==> src/result_transfer_pkg.sv <==
// constants shared by the result transfer unit
//
// Contract
// unit active while transfer count is nonzero; each result load starts one transfer
// one bus cycle per transfer; running CPU stalled for exactly that cycle
// software configures the unit only while no conversion is in progress
// one-block mode: n words from start address up to start plus 2n-2
// hidden pointer starts at start, counter at n; step +2 and -1
// one-block: after counter hits zero, idle until start address is written; a count write also rearms the walk here
// one-block mode sets interrupt flag only after the whole block
// two-block mode: second block spans start plus 2n to start plus 4n-2
// two-block: end of block one sets flag and block-one-full
// after block one, counter reloads to n and next results go to block two
// after n transfers into block two, set flag and clear block-one-full
// continuous: reload pointer and counter after final block, resume block one
// continuous cleared: stop once the current final block completes
// each transfer: one or two sync cycles, one stalled transfer, one wait
// clock running with CPU off: transfer without waking the CPU
// clock off: restart it from internal oscillator only during the transfer
// at most 3 cycles active, 4 low power, plus 6 us deep oscillator start
// channel code 1010 selects temperature sensor, otherwise like external channel
// temperature channel turns on reference generator, nothing else
// software programs sample period above 30 us for temperature channel
// count zero: flag set on every result load
// interrupt request when flag, its enable and global enable are set
// flag clears when serviced or by software write
// each transfer is one aligned 16-bit word write at the pointer
package result_transfer_pkg;
    // register byte offsets on the bus
    localparam logic [7:0] ctrl_offset   = 8'h00;
    localparam logic [7:0] count_offset  = 8'h04;
    localparam logic [7:0] start_offset  = 8'h08;
    localparam logic [7:0] status_offset = 8'h0c;
    localparam logic [7:0] result_offset = 8'h10;
    // control register fields
    localparam int two_block_bit   = 0;
    localparam int continuous_bit  = 1;
    localparam int irq_enable_bit  = 2;
    localparam int channel_lsb     = 4;
    localparam int channel_msb     = 7;
    // status register fields
    localparam int flag_bit        = 0;
    localparam int block_one_bit   = 1;
    localparam int active_bit      = 2;
    // reset values
    localparam logic [15:0] start_reset = 16'h0200;
    localparam logic [7:0]  ctrl_reset  = 8'h00;
    localparam logic [7:0]  count_reset = 8'h00;
    // channel code of the temperature sensor
    localparam logic [3:0] temp_channel = 4'ha;
    // pointer step of one word
    localparam logic [15:0] word_step = 16'h0002;
    // oscillator start time and clock
    localparam int osc_start_ns   = 6000;
    localparam int clk_period_ns  = 10;
    localparam int osc_start_cycles = (osc_start_ns + clk_period_ns - 1) / clk_period_ns;
    localparam logic [9:0] osc_count_load = 10'(osc_start_cycles - 1);
endpackage

==> src/xfer_if.sv <==
// handshake between transfer controller and transfer cycle sequencer
`timescale 1ns/1ps
interface xfer_if;
    logic start;
    logic cpu_off;
    logic clock_off;
    logic deep;
    logic busy;
    logic xfer;
    logic done;
    logic stall;
    logic clk_req;
    logic osc_sel;
    modport seq (input start, input cpu_off, input clock_off, input deep,
                 output busy, output xfer, output done, output stall, output clk_req, output osc_sel);
    modport ctl (output start, output cpu_off, output clock_off, output deep,
                 input busy, input xfer, input done, input stall, input clk_req, input osc_sel);
endinterface

==> src/xfer_sequencer.sv <==
// cycle sequencer for one result transfer
`timescale 1ns/1ps
module xfer_sequencer (
    input wire logic mclk,
    input wire logic rst,
    xfer_if.seq      sq
);
    typedef enum logic [2:0] {
        st_idle  = 3'b000,
        st_osc   = 3'b001,
        st_sync1 = 3'b010,
        st_sync2 = 3'b011,
        st_xfer  = 3'b100,
        st_wait  = 3'b101
    } seq_state_t;

    seq_state_t state;
    logic       low_power;
    logic       cpu_off_q;
    logic [9:0] osc_cnt;

    // phase walk; every strobe is a flop so the top sees registered outputs
    always_ff @(posedge mclk) begin
        if (rst) begin
            state     <= st_idle;
            low_power <= 1'b0;
            cpu_off_q <= 1'b0;
            osc_cnt   <= 10'h000;
            sq.busy   <= 1'b0;
            sq.xfer   <= 1'b0;
            sq.done   <= 1'b0;
            sq.stall  <= 1'b0;
            sq.clk_req <= 1'b0;
            sq.osc_sel <= 1'b0;
        end else begin
            sq.xfer  <= 1'b0;
            sq.done  <= 1'b0;
            sq.stall <= 1'b0;
            case (state)
                st_idle: begin
                    if (sq.start) begin
                        sq.busy   <= 1'b1;
                        low_power <= sq.cpu_off | sq.clock_off;
                        cpu_off_q <= sq.cpu_off | sq.clock_off;
                        if (sq.clock_off) begin
                            sq.clk_req <= 1'b1;
                            sq.osc_sel <= 1'b1;
                        end
                        if (sq.clock_off && sq.deep) begin
                            osc_cnt <= result_transfer_pkg::osc_count_load;
                            state   <= st_osc;
                        end else begin
                            state <= st_sync1;
                        end
                    end
                end
                st_osc: begin
                    if (osc_cnt == 10'h000) begin
                        state <= st_sync1;
                    end else begin
                        osc_cnt <= osc_cnt - 10'h001;
                    end
                end
                st_sync1: begin
                    // low power needs the second sync cycle
                    if (low_power) begin
                        state <= st_sync2;
                    end else begin
                        state    <= st_xfer;
                        sq.xfer  <= 1'b1;
                        sq.stall <= ~cpu_off_q;
                    end
                end
                st_sync2: begin
                    state    <= st_xfer;
                    sq.xfer  <= 1'b1;
                    sq.stall <= ~cpu_off_q;
                end
                st_xfer: begin
                    state <= st_wait;
                end
                st_wait: begin
                    // clock request dropped so a stopped clock goes off again
                    sq.done    <= 1'b1;
                    sq.busy    <= 1'b0;
                    sq.clk_req <= 1'b0;
                    sq.osc_sel <= 1'b0;
                    state      <= st_idle;
                end
                default: begin
                    state <= st_idle;
                end
            endcase
        end
    end
endmodule

==> src/adc_result_transfer_ctrl.sv <==
// result transfer controller top: bus registers, block pointer and counter, flag
`timescale 1ns/1ps
module adc_result_transfer_ctrl (
    input  wire logic        mclk,
    input  wire logic        rst,
    // register bus
    input  wire logic        psel,
    input  wire logic        penable,
    input  wire logic        pwrite,
    input  wire logic [7:0]  paddr,
    input  wire logic [31:0] pwdata,
    output logic [31:0]      prdata,
    output logic             pready,
    output logic             pslverr,
    // converter core
    input  wire logic [9:0]  conversion_result,
    input  wire logic        result_load,
    // cpu and clock system
    input  wire logic        global_irq_enable,
    input  wire logic        irq_serviced,
    input  wire logic        cpu_off,
    input  wire logic        main_clock_off,
    input  wire logic        deep_low_power_level,
    output logic             irq,
    output logic             cpu_stall,
    output logic             mclk_request,
    output logic             internal_osc_clock_sel,
    // memory bus
    output logic             mem_we,
    output logic [15:0]      mem_addr,
    output logic [15:0]      mem_wdata,
    // analog side and block status
    output logic             ref_gen_on,
    output logic             block_one_full
);
    // settings
    logic [7:0]  ctrl;
    logic [7:0]  transfer_count_reg;
    logic [15:0] block_start_addr;
    // hidden engine state
    logic [15:0] pointer;
    logic [7:0]  counter;
    logic        in_block_two;
    logic        halted;
    logic        conv_irq_flag;
    logic [15:0] result_word;
    logic        start_q;

    logic        two_block_select;
    logic        continuous_transfer;
    logic        conv_irq_enable;
    logic [3:0]  input_channel_select;
    logic        bus_write;
    logic        bus_setup;
    logic        wr_ctrl;
    logic        wr_count;
    logic        wr_start;
    logic        wr_status;
    logic        unit_active;
    logic        last_word;
    logic        block_done_set;
    logic        direct_set;
    logic        next_flag;

    xfer_if xif ();

    xfer_sequencer u_seq (
        .mclk (mclk),
        .rst  (rst),
        .sq   (xif.seq)
    );

    // true when the address names a mapped register
    function automatic logic is_mapped(input logic [7:0] a);
        is_mapped = (a == result_transfer_pkg::ctrl_offset) || (a == result_transfer_pkg::count_offset) ||
                    (a == result_transfer_pkg::start_offset) || (a == result_transfer_pkg::status_offset) ||
                    (a == result_transfer_pkg::result_offset);
    endfunction

    // temperature sensor decode
    function automatic logic is_temp_channel(input logic [3:0] ch);
        is_temp_channel = (ch == result_transfer_pkg::temp_channel);
    endfunction

    assign two_block_select     = ctrl[result_transfer_pkg::two_block_bit];
    assign continuous_transfer  = ctrl[result_transfer_pkg::continuous_bit];
    assign conv_irq_enable      = ctrl[result_transfer_pkg::irq_enable_bit];
    assign input_channel_select = ctrl[result_transfer_pkg::channel_msb:result_transfer_pkg::channel_lsb];

    // bus decode; writes land at the access edge only
    assign bus_setup = psel & ~penable;
    assign bus_write = psel & penable & pready & pwrite & ~pslverr;
    assign wr_ctrl   = bus_write & (paddr == result_transfer_pkg::ctrl_offset);
    assign wr_count  = bus_write & (paddr == result_transfer_pkg::count_offset);
    assign wr_start  = bus_write & (paddr == result_transfer_pkg::start_offset);
    assign wr_status = bus_write & (paddr == result_transfer_pkg::status_offset);

    // engine bookkeeping
    assign unit_active    = (transfer_count_reg != 8'h00) & ~halted;
    assign last_word      = (counter == 8'h01);
    assign block_done_set = xif.done & last_word;
    assign direct_set     = result_load & (transfer_count_reg == 8'h00);

    // set beats both clears so a block end is never lost
    assign next_flag = (block_done_set | direct_set) ? 1'b1 :
                       ((irq_serviced | (wr_status & pwdata[result_transfer_pkg::flag_bit])) ? 1'b0 :
                       conv_irq_flag);

    // sequencer inputs; clock state is sampled when a transfer starts
    assign xif.start     = start_q;
    assign xif.cpu_off   = cpu_off;
    assign xif.clock_off = main_clock_off;
    assign xif.deep      = deep_low_power_level;

    // memory bus and cpu strobes come from sequencer flops
    assign mem_we                 = xif.xfer;
    assign cpu_stall              = xif.stall;
    assign mclk_request           = xif.clk_req;
    assign internal_osc_clock_sel = xif.osc_sel;
    assign mem_addr               = pointer;
    assign mem_wdata              = result_word;

    // bus answer: data prepared in setup, ready for one access cycle
    always_ff @(posedge mclk) begin
        if (rst) begin
            pready  <= 1'b0;
            pslverr <= 1'b0;
            prdata  <= 32'h0000_0000;
        end else begin
            pready  <= bus_setup;
            pslverr <= bus_setup & ~is_mapped(paddr);
            if (bus_setup) begin
                case (paddr)
                    result_transfer_pkg::ctrl_offset:   prdata <= {24'h000000, ctrl};
                    result_transfer_pkg::count_offset:  prdata <= {24'h000000, transfer_count_reg};
                    result_transfer_pkg::start_offset:  prdata <= {16'h0000, block_start_addr};
                    result_transfer_pkg::status_offset: prdata <= {29'h00000000, unit_active, block_one_full,
                                                                   conv_irq_flag};
                    result_transfer_pkg::result_offset: prdata <= {22'h000000, conversion_result};
                    default:                            prdata <= 32'h0000_0000;
                endcase
            end
        end
    end

    // software settings; software only rewrites them while the converter is idle
    always_ff @(posedge mclk) begin
        if (rst) begin
            ctrl               <= result_transfer_pkg::ctrl_reset;
            transfer_count_reg <= result_transfer_pkg::count_reset;
            block_start_addr   <= result_transfer_pkg::start_reset;
        end else begin
            if (wr_ctrl) begin
                ctrl <= pwdata[7:0];
            end
            if (wr_count) begin
                transfer_count_reg <= pwdata[7:0];
            end
            if (wr_start) begin
                block_start_addr <= {pwdata[15:1], 1'b0};
            end
        end
    end

    // trigger capture; a load during a running transfer is dropped since
    // the converter cannot finish a conversion within four cycles
    always_ff @(posedge mclk) begin
        if (rst) begin
            start_q     <= 1'b0;
            result_word <= 16'h0000;
        end else begin
            start_q <= result_load & unit_active & ~xif.busy & ~start_q;
            if (result_load & unit_active & ~xif.busy & ~start_q) begin
                result_word <= {6'h00, conversion_result};
            end
        end
    end

    // hidden pointer, counter and block walk
    always_ff @(posedge mclk) begin
        if (rst) begin
            pointer      <= result_transfer_pkg::start_reset;
            counter      <= result_transfer_pkg::count_reset;
            in_block_two <= 1'b0;
            halted       <= 1'b0;
        end else if (wr_start || wr_count) begin
            // rewriting the start address or count rearms the walk at block one
            pointer      <= wr_start ? {pwdata[15:1], 1'b0} : block_start_addr;
            counter      <= wr_count ? pwdata[7:0] : transfer_count_reg;
            in_block_two <= 1'b0;
            halted       <= 1'b0;
        end else if (xif.done) begin
            pointer <= pointer + result_transfer_pkg::word_step; // see R4
            counter <= counter - 8'h01;
            if (last_word) begin
                if (two_block_select && !in_block_two) begin
                    // pointer runs on into block two right after block one
                    counter      <= transfer_count_reg;
                    in_block_two <= 1'b1;
                end else if (continuous_transfer) begin
                    pointer      <= block_start_addr;
                    counter      <= transfer_count_reg;
                    in_block_two <= 1'b0;
                end else begin
                    halted       <= 1'b1;
                    in_block_two <= 1'b0;
                end
            end
        end
    end

    // block-one-full marks which half software may read
    always_ff @(posedge mclk) begin
        if (rst) begin
            block_one_full <= 1'b0;
        end else if (block_done_set && two_block_select) begin
            block_one_full <= ~in_block_two;
        end else if (block_done_set) begin
            block_one_full <= 1'b0;
        end
    end

    // flag, request and reference
    always_ff @(posedge mclk) begin
        if (rst) begin
            conv_irq_flag <= 1'b0;
            irq           <= 1'b0;
            ref_gen_on    <= 1'b0;
        end else begin
            conv_irq_flag <= next_flag;
            irq           <= next_flag & conv_irq_enable & global_irq_enable;
            ref_gen_on    <= is_temp_channel(input_channel_select);
        end
    end
endmodule

==> config.mk <==
export PLATFORM = sky130hd
export DESIGN_NAME = adc_result_transfer_ctrl
export DESIGN_NICKNAME = d
export VERILOG_FILES = /design/src/result_transfer_pkg.sv /design/src/xfer_if.sv /design/src/xfer_sequencer.sv /design/src/adc_result_transfer_ctrl.sv
export SDC_FILE = /design/constraint.sdc
export NUM_CORES = 1
export LEC_CHECK = 0
export ABC_AREA = 1
export BUFFER_PORTS_ARGS = -buffer_cell sky130_fd_sc_hd__buf_2
export CAP_MARGIN = 20
export CORE_MARGIN = 10
export CORE_UTILIZATION = 48
export CTS_BUF_LIST = sky130_fd_sc_hd__clkbuf_4 sky130_fd_sc_hd__clkbuf_8 sky130_fd_sc_hd__clkbuf_16
export DETAILED_ROUTE_END_ITERATION = 8
export HOLD_SLACK_MARGIN = 0.02
export PLACE_DENSITY = 0.8
export SLEW_MARGIN = 0
export SYNTH_ARGS = -nofsm -noshare
export SYNTH_HDL_FRONTEND = slang
export SYNTH_HIERARCHICAL = 1
export SYNTH_SLANG_ARGS = --single-unit
==> constraint.sdc <==
create_clock -name mclk -period 1.4 [get_ports mclk]
set_input_delay 0.07 -clock mclk [delete_from_list [all_inputs] [get_ports mclk]]
set_output_delay 0.07 -clock mclk [all_outputs]
set_load 0.1 [all_outputs]
==> run metrics, run 1 <==
core area=12700 um^2; Hold Violations, Final=0; Worst Hold Path Cells=3; Starting Density=49.5%; commonest non-fill, non-tap cells in the layout=nand2_1, inv_1, nor2_1; CTS buffer count=9; status=complete, but fails checks; post-synthesis compound-gate area fraction=10.8%; register area share after synthesis=35.0%; largest family of logic cells by synthesized area=simple AND/OR/NAND/NOR gates; Synth Area in Adders=0.795%; hpwl dp=14900 um; antenna viol nets, final=0; Worst EP required=1.66 ns; drt initial violations=617; first-pass GRT wire length=32300 um; setup-violating endpoint count in the final report=35; diode count=0; CTS root buf=clkbuf_16; async set or reset register ratio after synthesis=0%; FF-to-FF setup slack=-0.18 ns; total gr overflow=0; overall routing resource usage=21.6%; vias per cell=5.30; most common cell after layout, fill and taps aside=nand2_1; clk buf depth=2; number of synthesized flops with an enable pin=0; largest net degree at the start of global routing=46; failing checks=setup timing; Crit Reg-Reg Endpoint=counter[0]; worst min-delay path category=in2reg; Die Wd=134 um; worst slew pin tran=0.537 ns; mean routed wirelength per cell=15.5 um; drt total wl=20600 um; worst clock skew=0.00592 ns; simple-gate share of the synthesized area=39.2%; crit path kind=reg2reg; type of origin of the critical path=flop; Fill cells=1079; Hold Path Origin=pwdata[2]; die area=18100 um^2; synthesized cell area=6290 um^2; vias in the first global route=6632; initial antenna violation count=0; Tmin final=1.58 ns; max_slew headroom=63.9%; worst reg2reg path startpoint=pslverr; DRT Pass-1 Iters=5; clk_lat worst skew=0.37 ns; Place WS=-0.161 ns; Std-Cell Rows=41; RSZ-0062 raised after global routing=yes; f_max=634 MHz; IO Count=134; cells after synthesis=962; post-synthesis mux area share=0%; Max Transition Viols Final=0; average instance area after synthesis=6.54 um^2; total number of vias=7033; worst-path fanout max=10; DRC violations left=0; Synth Flop Type=dfxtp_1; CTS tree=done; Worst setup EP type=flop; period utilization=113%; nets=1216; synthesis-to-layout area growth=33.9%; WP data arrival=1.83 ns; Synth cell types=46; synth warn=6; Hold Path Sink=block_start_addr[2]; share of cells above drive strength 1=29.7%; maximum vdd drop=0.769 mV; xor/xnor cell area share of the yosys netlist=0.835%; Vert. Die Dim=134 um; Util after Layout=66.2%; R2R depth=11; Tot Pwr=6460 uW; # clock sinks=110; IO Port Bufs=95; Power Dens Cells=767 nW/um^2; final setup margin=-0.177 ns; max cap viols=0; Final GP Congestion=0.923; Synth Register Bits=110; htree depth=3; leakage power=0.00402 uW; clock-pin slew of the registers on the worst-case setup and hold paths=0.08 ns
-- metrics by stage --
step	setup TNS, ns	std cells	hold slack (ns)	cell area [um^2]
finish	-2.95	1328	0.0187	8430
global route	-8.17	1328	0.0237	8430
CTS	-2.08	1319	0.0212	8130
detailed placement	-2.15	1285	0.311	7610
global placement	-1.39	1285	0.308	7610
floorplan	-2.47	983	0.196	6540
-- power breakdown --
part | switching, uW | internal (uW)
clock network | 1280 | 1270
logic | 617 | 163
registers | 11.8 | 3120
total | 1910 | 4560
-- cells in the mapped netlist, types with 7 or more instances --
library cell | n | area (um^2)
nand3_2 | 9 | 90.1
o21ai_0 | 33 | 165
clkbuf_1 | 14 | 52.6
buf_6 | 8 | 90.1
nor2_4 | 8 | 90.1
o21ai_1 | 15 | 75.1
nand4_1 | 27 | 169
nor2_1 | 109 | 409
nand2_2 | 7 | 43.8
nand3_1 | 95 | 475
a21oi_1 | 59 | 295
inv_1 | 112 | 420
nor2_2 | 11 | 68.8
inv_2 | 12 | 45.0
nor3_1 | 9 | 45.0
nand2_1 | 244 | 916
dfxtp_1 | 110 | 2200
buf_4 | 25 | 188
-- routing by layer --
layer	part of all wire, %	wire (um)	up-vias	global-route usage, %
li1	-	-	3418	-
met1	40	8180	3239	25.8
met2	49	10100	339	36.9
met3	9.6	1990	37	6.79
met4	2.0	416	0	5.32
met5	0	0	-	0
-- worst max-delay path, stage by stage, from the launching register on --
cell	delay, ns
dfxtp_4	0.36
inv_4	0.05
nand2_4	0.05
nor2_4	0.16
buf_4	0.24
inv_4	0.05
nor2_4	0.14
nand2_1	0.09
nand3_1	0.09
nand2_1	0.06
o21ai_1	0.11
nor2_1	0.07
-- cell families after synthesis --
| family | after synthesis |
|---|---|
| AND/OR/NAND/NOR | 536 |
| buffers and inverters | 181 |
| other | 1 |
| AO/OA/AOI/OAI | 124 |
| flip-flops | 110 |
| XOR/XNOR | 6 |
| adder cells (fa/ha/maj) | 4 |
-- worst max-delay path by stage --
stage,depth (start not counted),end,slack [ns],startpoint
finish,11,counter[0],-0.18,pslverr
global placement,11,mem_addr[12],-0.14,counter[1]
global route,11,counter[5],-0.28,pslverr
CTS,11,counter[0],-0.12,pslverr
detailed placement,11,mem_addr[12],-0.16,counter[1]
floorplan,8,mem_addr[7],-0.15,mem_addr[2]
-- what timing repair did --
action / 4_1_cts / 5_1_grt
hold buffers: 16 / 0
pin swaps: 4 / 15
endpoints found under the setup margin: 36 / 74
buffers inserted: 1 / 5
endpoints found under the hold margin: 18 / 0
cloned: 1 / 4
resized for setup: 13 / 60
-- final cells by class --
type	count	area, um^2	area share, %
Multi-Input combinational cell	693	3600	42.7
Sequential cell	110	2260	26.8
Timing Repair Buffer	210	1570	18.7
Inverter	127	497	5.89
Clock buffer	10	239	2.84
Tap cell	172	215	2.55
Clock inverter	6	43.8	0.520
(Power assumes the default switching activity.)
==> inputs of run 2 (changes only) <==
CORE_UTILIZATION = 30   (was 48)
PLACE_DENSITY = 0.57   (was 0.8)
==> run metrics, run 2 (synthesized netlist as in run 1, its figures left out) <==
diode count=0; Fill cells=2151; Place WS=-0.149 ns; DRC violations left=0; vias per cell=4.71; initial antenna violation count=0; htree depth=3; Vert. Die Dim=165 um; worst min-delay path category=in2reg; DRT Pass-1 Iters=5; worst-path fanout max=9; IO Port Bufs=95; synthesis-to-layout area growth=42.4%; final setup margin=-0.143 ns; vias in the first global route=6499; Starting Density=30.8%; Max Transition Viols Final=0; RSZ-0062 raised after global routing=yes; period utilization=110%; overall routing resource usage=15.2%; Crit Reg-Reg Endpoint=block_start_addr[9]; Util after Layout=43.9%; Final GP Congestion=0.919; Worst Hold Path Cells=3; Multi-input gate area=3830 um^2; failing checks=setup timing; largest net degree at the start of global routing=28; drt initial violations=422; type of origin of the critical path=flop; commonest non-fill, non-tap cells in the layout=nand2_1, inv_1, nor2_1; drt total wl=21500 um; clk_lat worst skew=0.36 ns; most common cell after layout, fill and taps aside=nand2_1; leakage power=0.00419 uW; Hold Violations, Final=0; core area=20400 um^2; WP data arrival=1.80 ns; setup-violating endpoint count in the final report=37; IO Count=134; status=complete, but fails checks; crit path kind=reg2reg; max cap viols=0; Hold Slack=0.0186 ns; clk buf depth=2; Std-Cell Rows=52; hpwl dp=16600 um; CTS buffer count=9; Hold Path Origin=pwdata[7]; Worst setup EP type=flop; CTS root buf=clkbuf_16; Hold Path Sink=ctrl[7]; f_max=648 MHz; antenna viol nets, final=0; worst reg2reg path startpoint=pslverr; CTS tree=done; Tot Pwr=6460 uW; first-pass GRT wire length=33200 um; mean routed wirelength per cell=14.9 um; die area=27200 um^2; post-route cell area=8960 um^2; FF-to-FF setup slack=-0.14 ns; Tmin final=1.54 ns; Power Dens Cells=721 nW/um^2; share of cells above drive strength 1=35.8%; maximum vdd drop=0.582 mV; Worst EP required=1.66 ns; Die Wd=165 um; # clock sinks=110; nets=1239; post-place instance area=7810 um^2; register area=2270 um^2; worst clock skew=0.00672 ns; total gr overflow=0; R2R depth=9; total number of vias=6815; clock-pin slew of the registers on the worst-case setup and hold paths=0.08 ns
==> run 2: per-layer routing <==
layer | vias to the layer above | share of wire [%] | track usage [%]
met3 | 18 | 6.1 | 3.01
li1 | 3469 | - | -
met2 | 164 | 49 | 25.8
met1 | 3164 | 44 | 19.4
met4 | 0 | 0.94 | 3.42
met5 | - | 0 | 0
==> run 2: final cells by class <==
type | count | share of cell area (%)
timing repair buffer | 232 | 19.4
sequential | 110 | 25.3
clock inverter | 5 | 0.461
tap | 270 | 3.77
clock buffer | 10 | 2.60
multi-input combinational | 694 | 42.7
inverter | 127 | 5.65
==> run 2: through the flow <==
stage | instances | setup TNS, ns
after floorplan | 983 | -2.47
after global placement | 1397 | -1.67
after detailed placement | 1397 | -2.62
after CTS | 1432 | -2.95
after global routing | 1448 | -6.62
final | 1448 | -3.12
==> run 2: report_power, final <==
part	internal [uW]	switching, uW	total [uW]
Clock	1250	1270	2520
Combinational	178	631	809
Sequential	3120	11.7	3130
==> run 2: how the worst max path moves through the flow <==
stage,to,slack [ns],startpoint
2_1_floorplan,mem_addr[7],-0.15,mem_addr[2]
3_3_place_gp,counter[5],-0.11,pslverr
3_5_place_dp,counter[5],-0.15,pslverr
5_1_grt,counter[5],-0.23,pslverr
6_report,block_start_addr[9],-0.14,pslverr
4_1_cts,mem_addr[12],-0.15,pslverr
==> run 2: repair_timing <==
item,CTS,global route
hold buffers,15,0
cloned,0,5
buffers inserted,5,13
resized for setup,31,123
setup endpoints to repair,45,79
pin swaps,11,48
hold endpoints to repair,15,0
==> run 2: worst max-delay path: stages (launching register included) <==
cell and delay, ns:
dfxtp_4 0.35, inv_4 0.05, nand2_4 0.04, nor2_4 0.19
nand3_4 0.19, buf_12 0.20, clkinv_8 0.07, buf_6 0.09
o21ai_2 0.05, or2_1 0.22
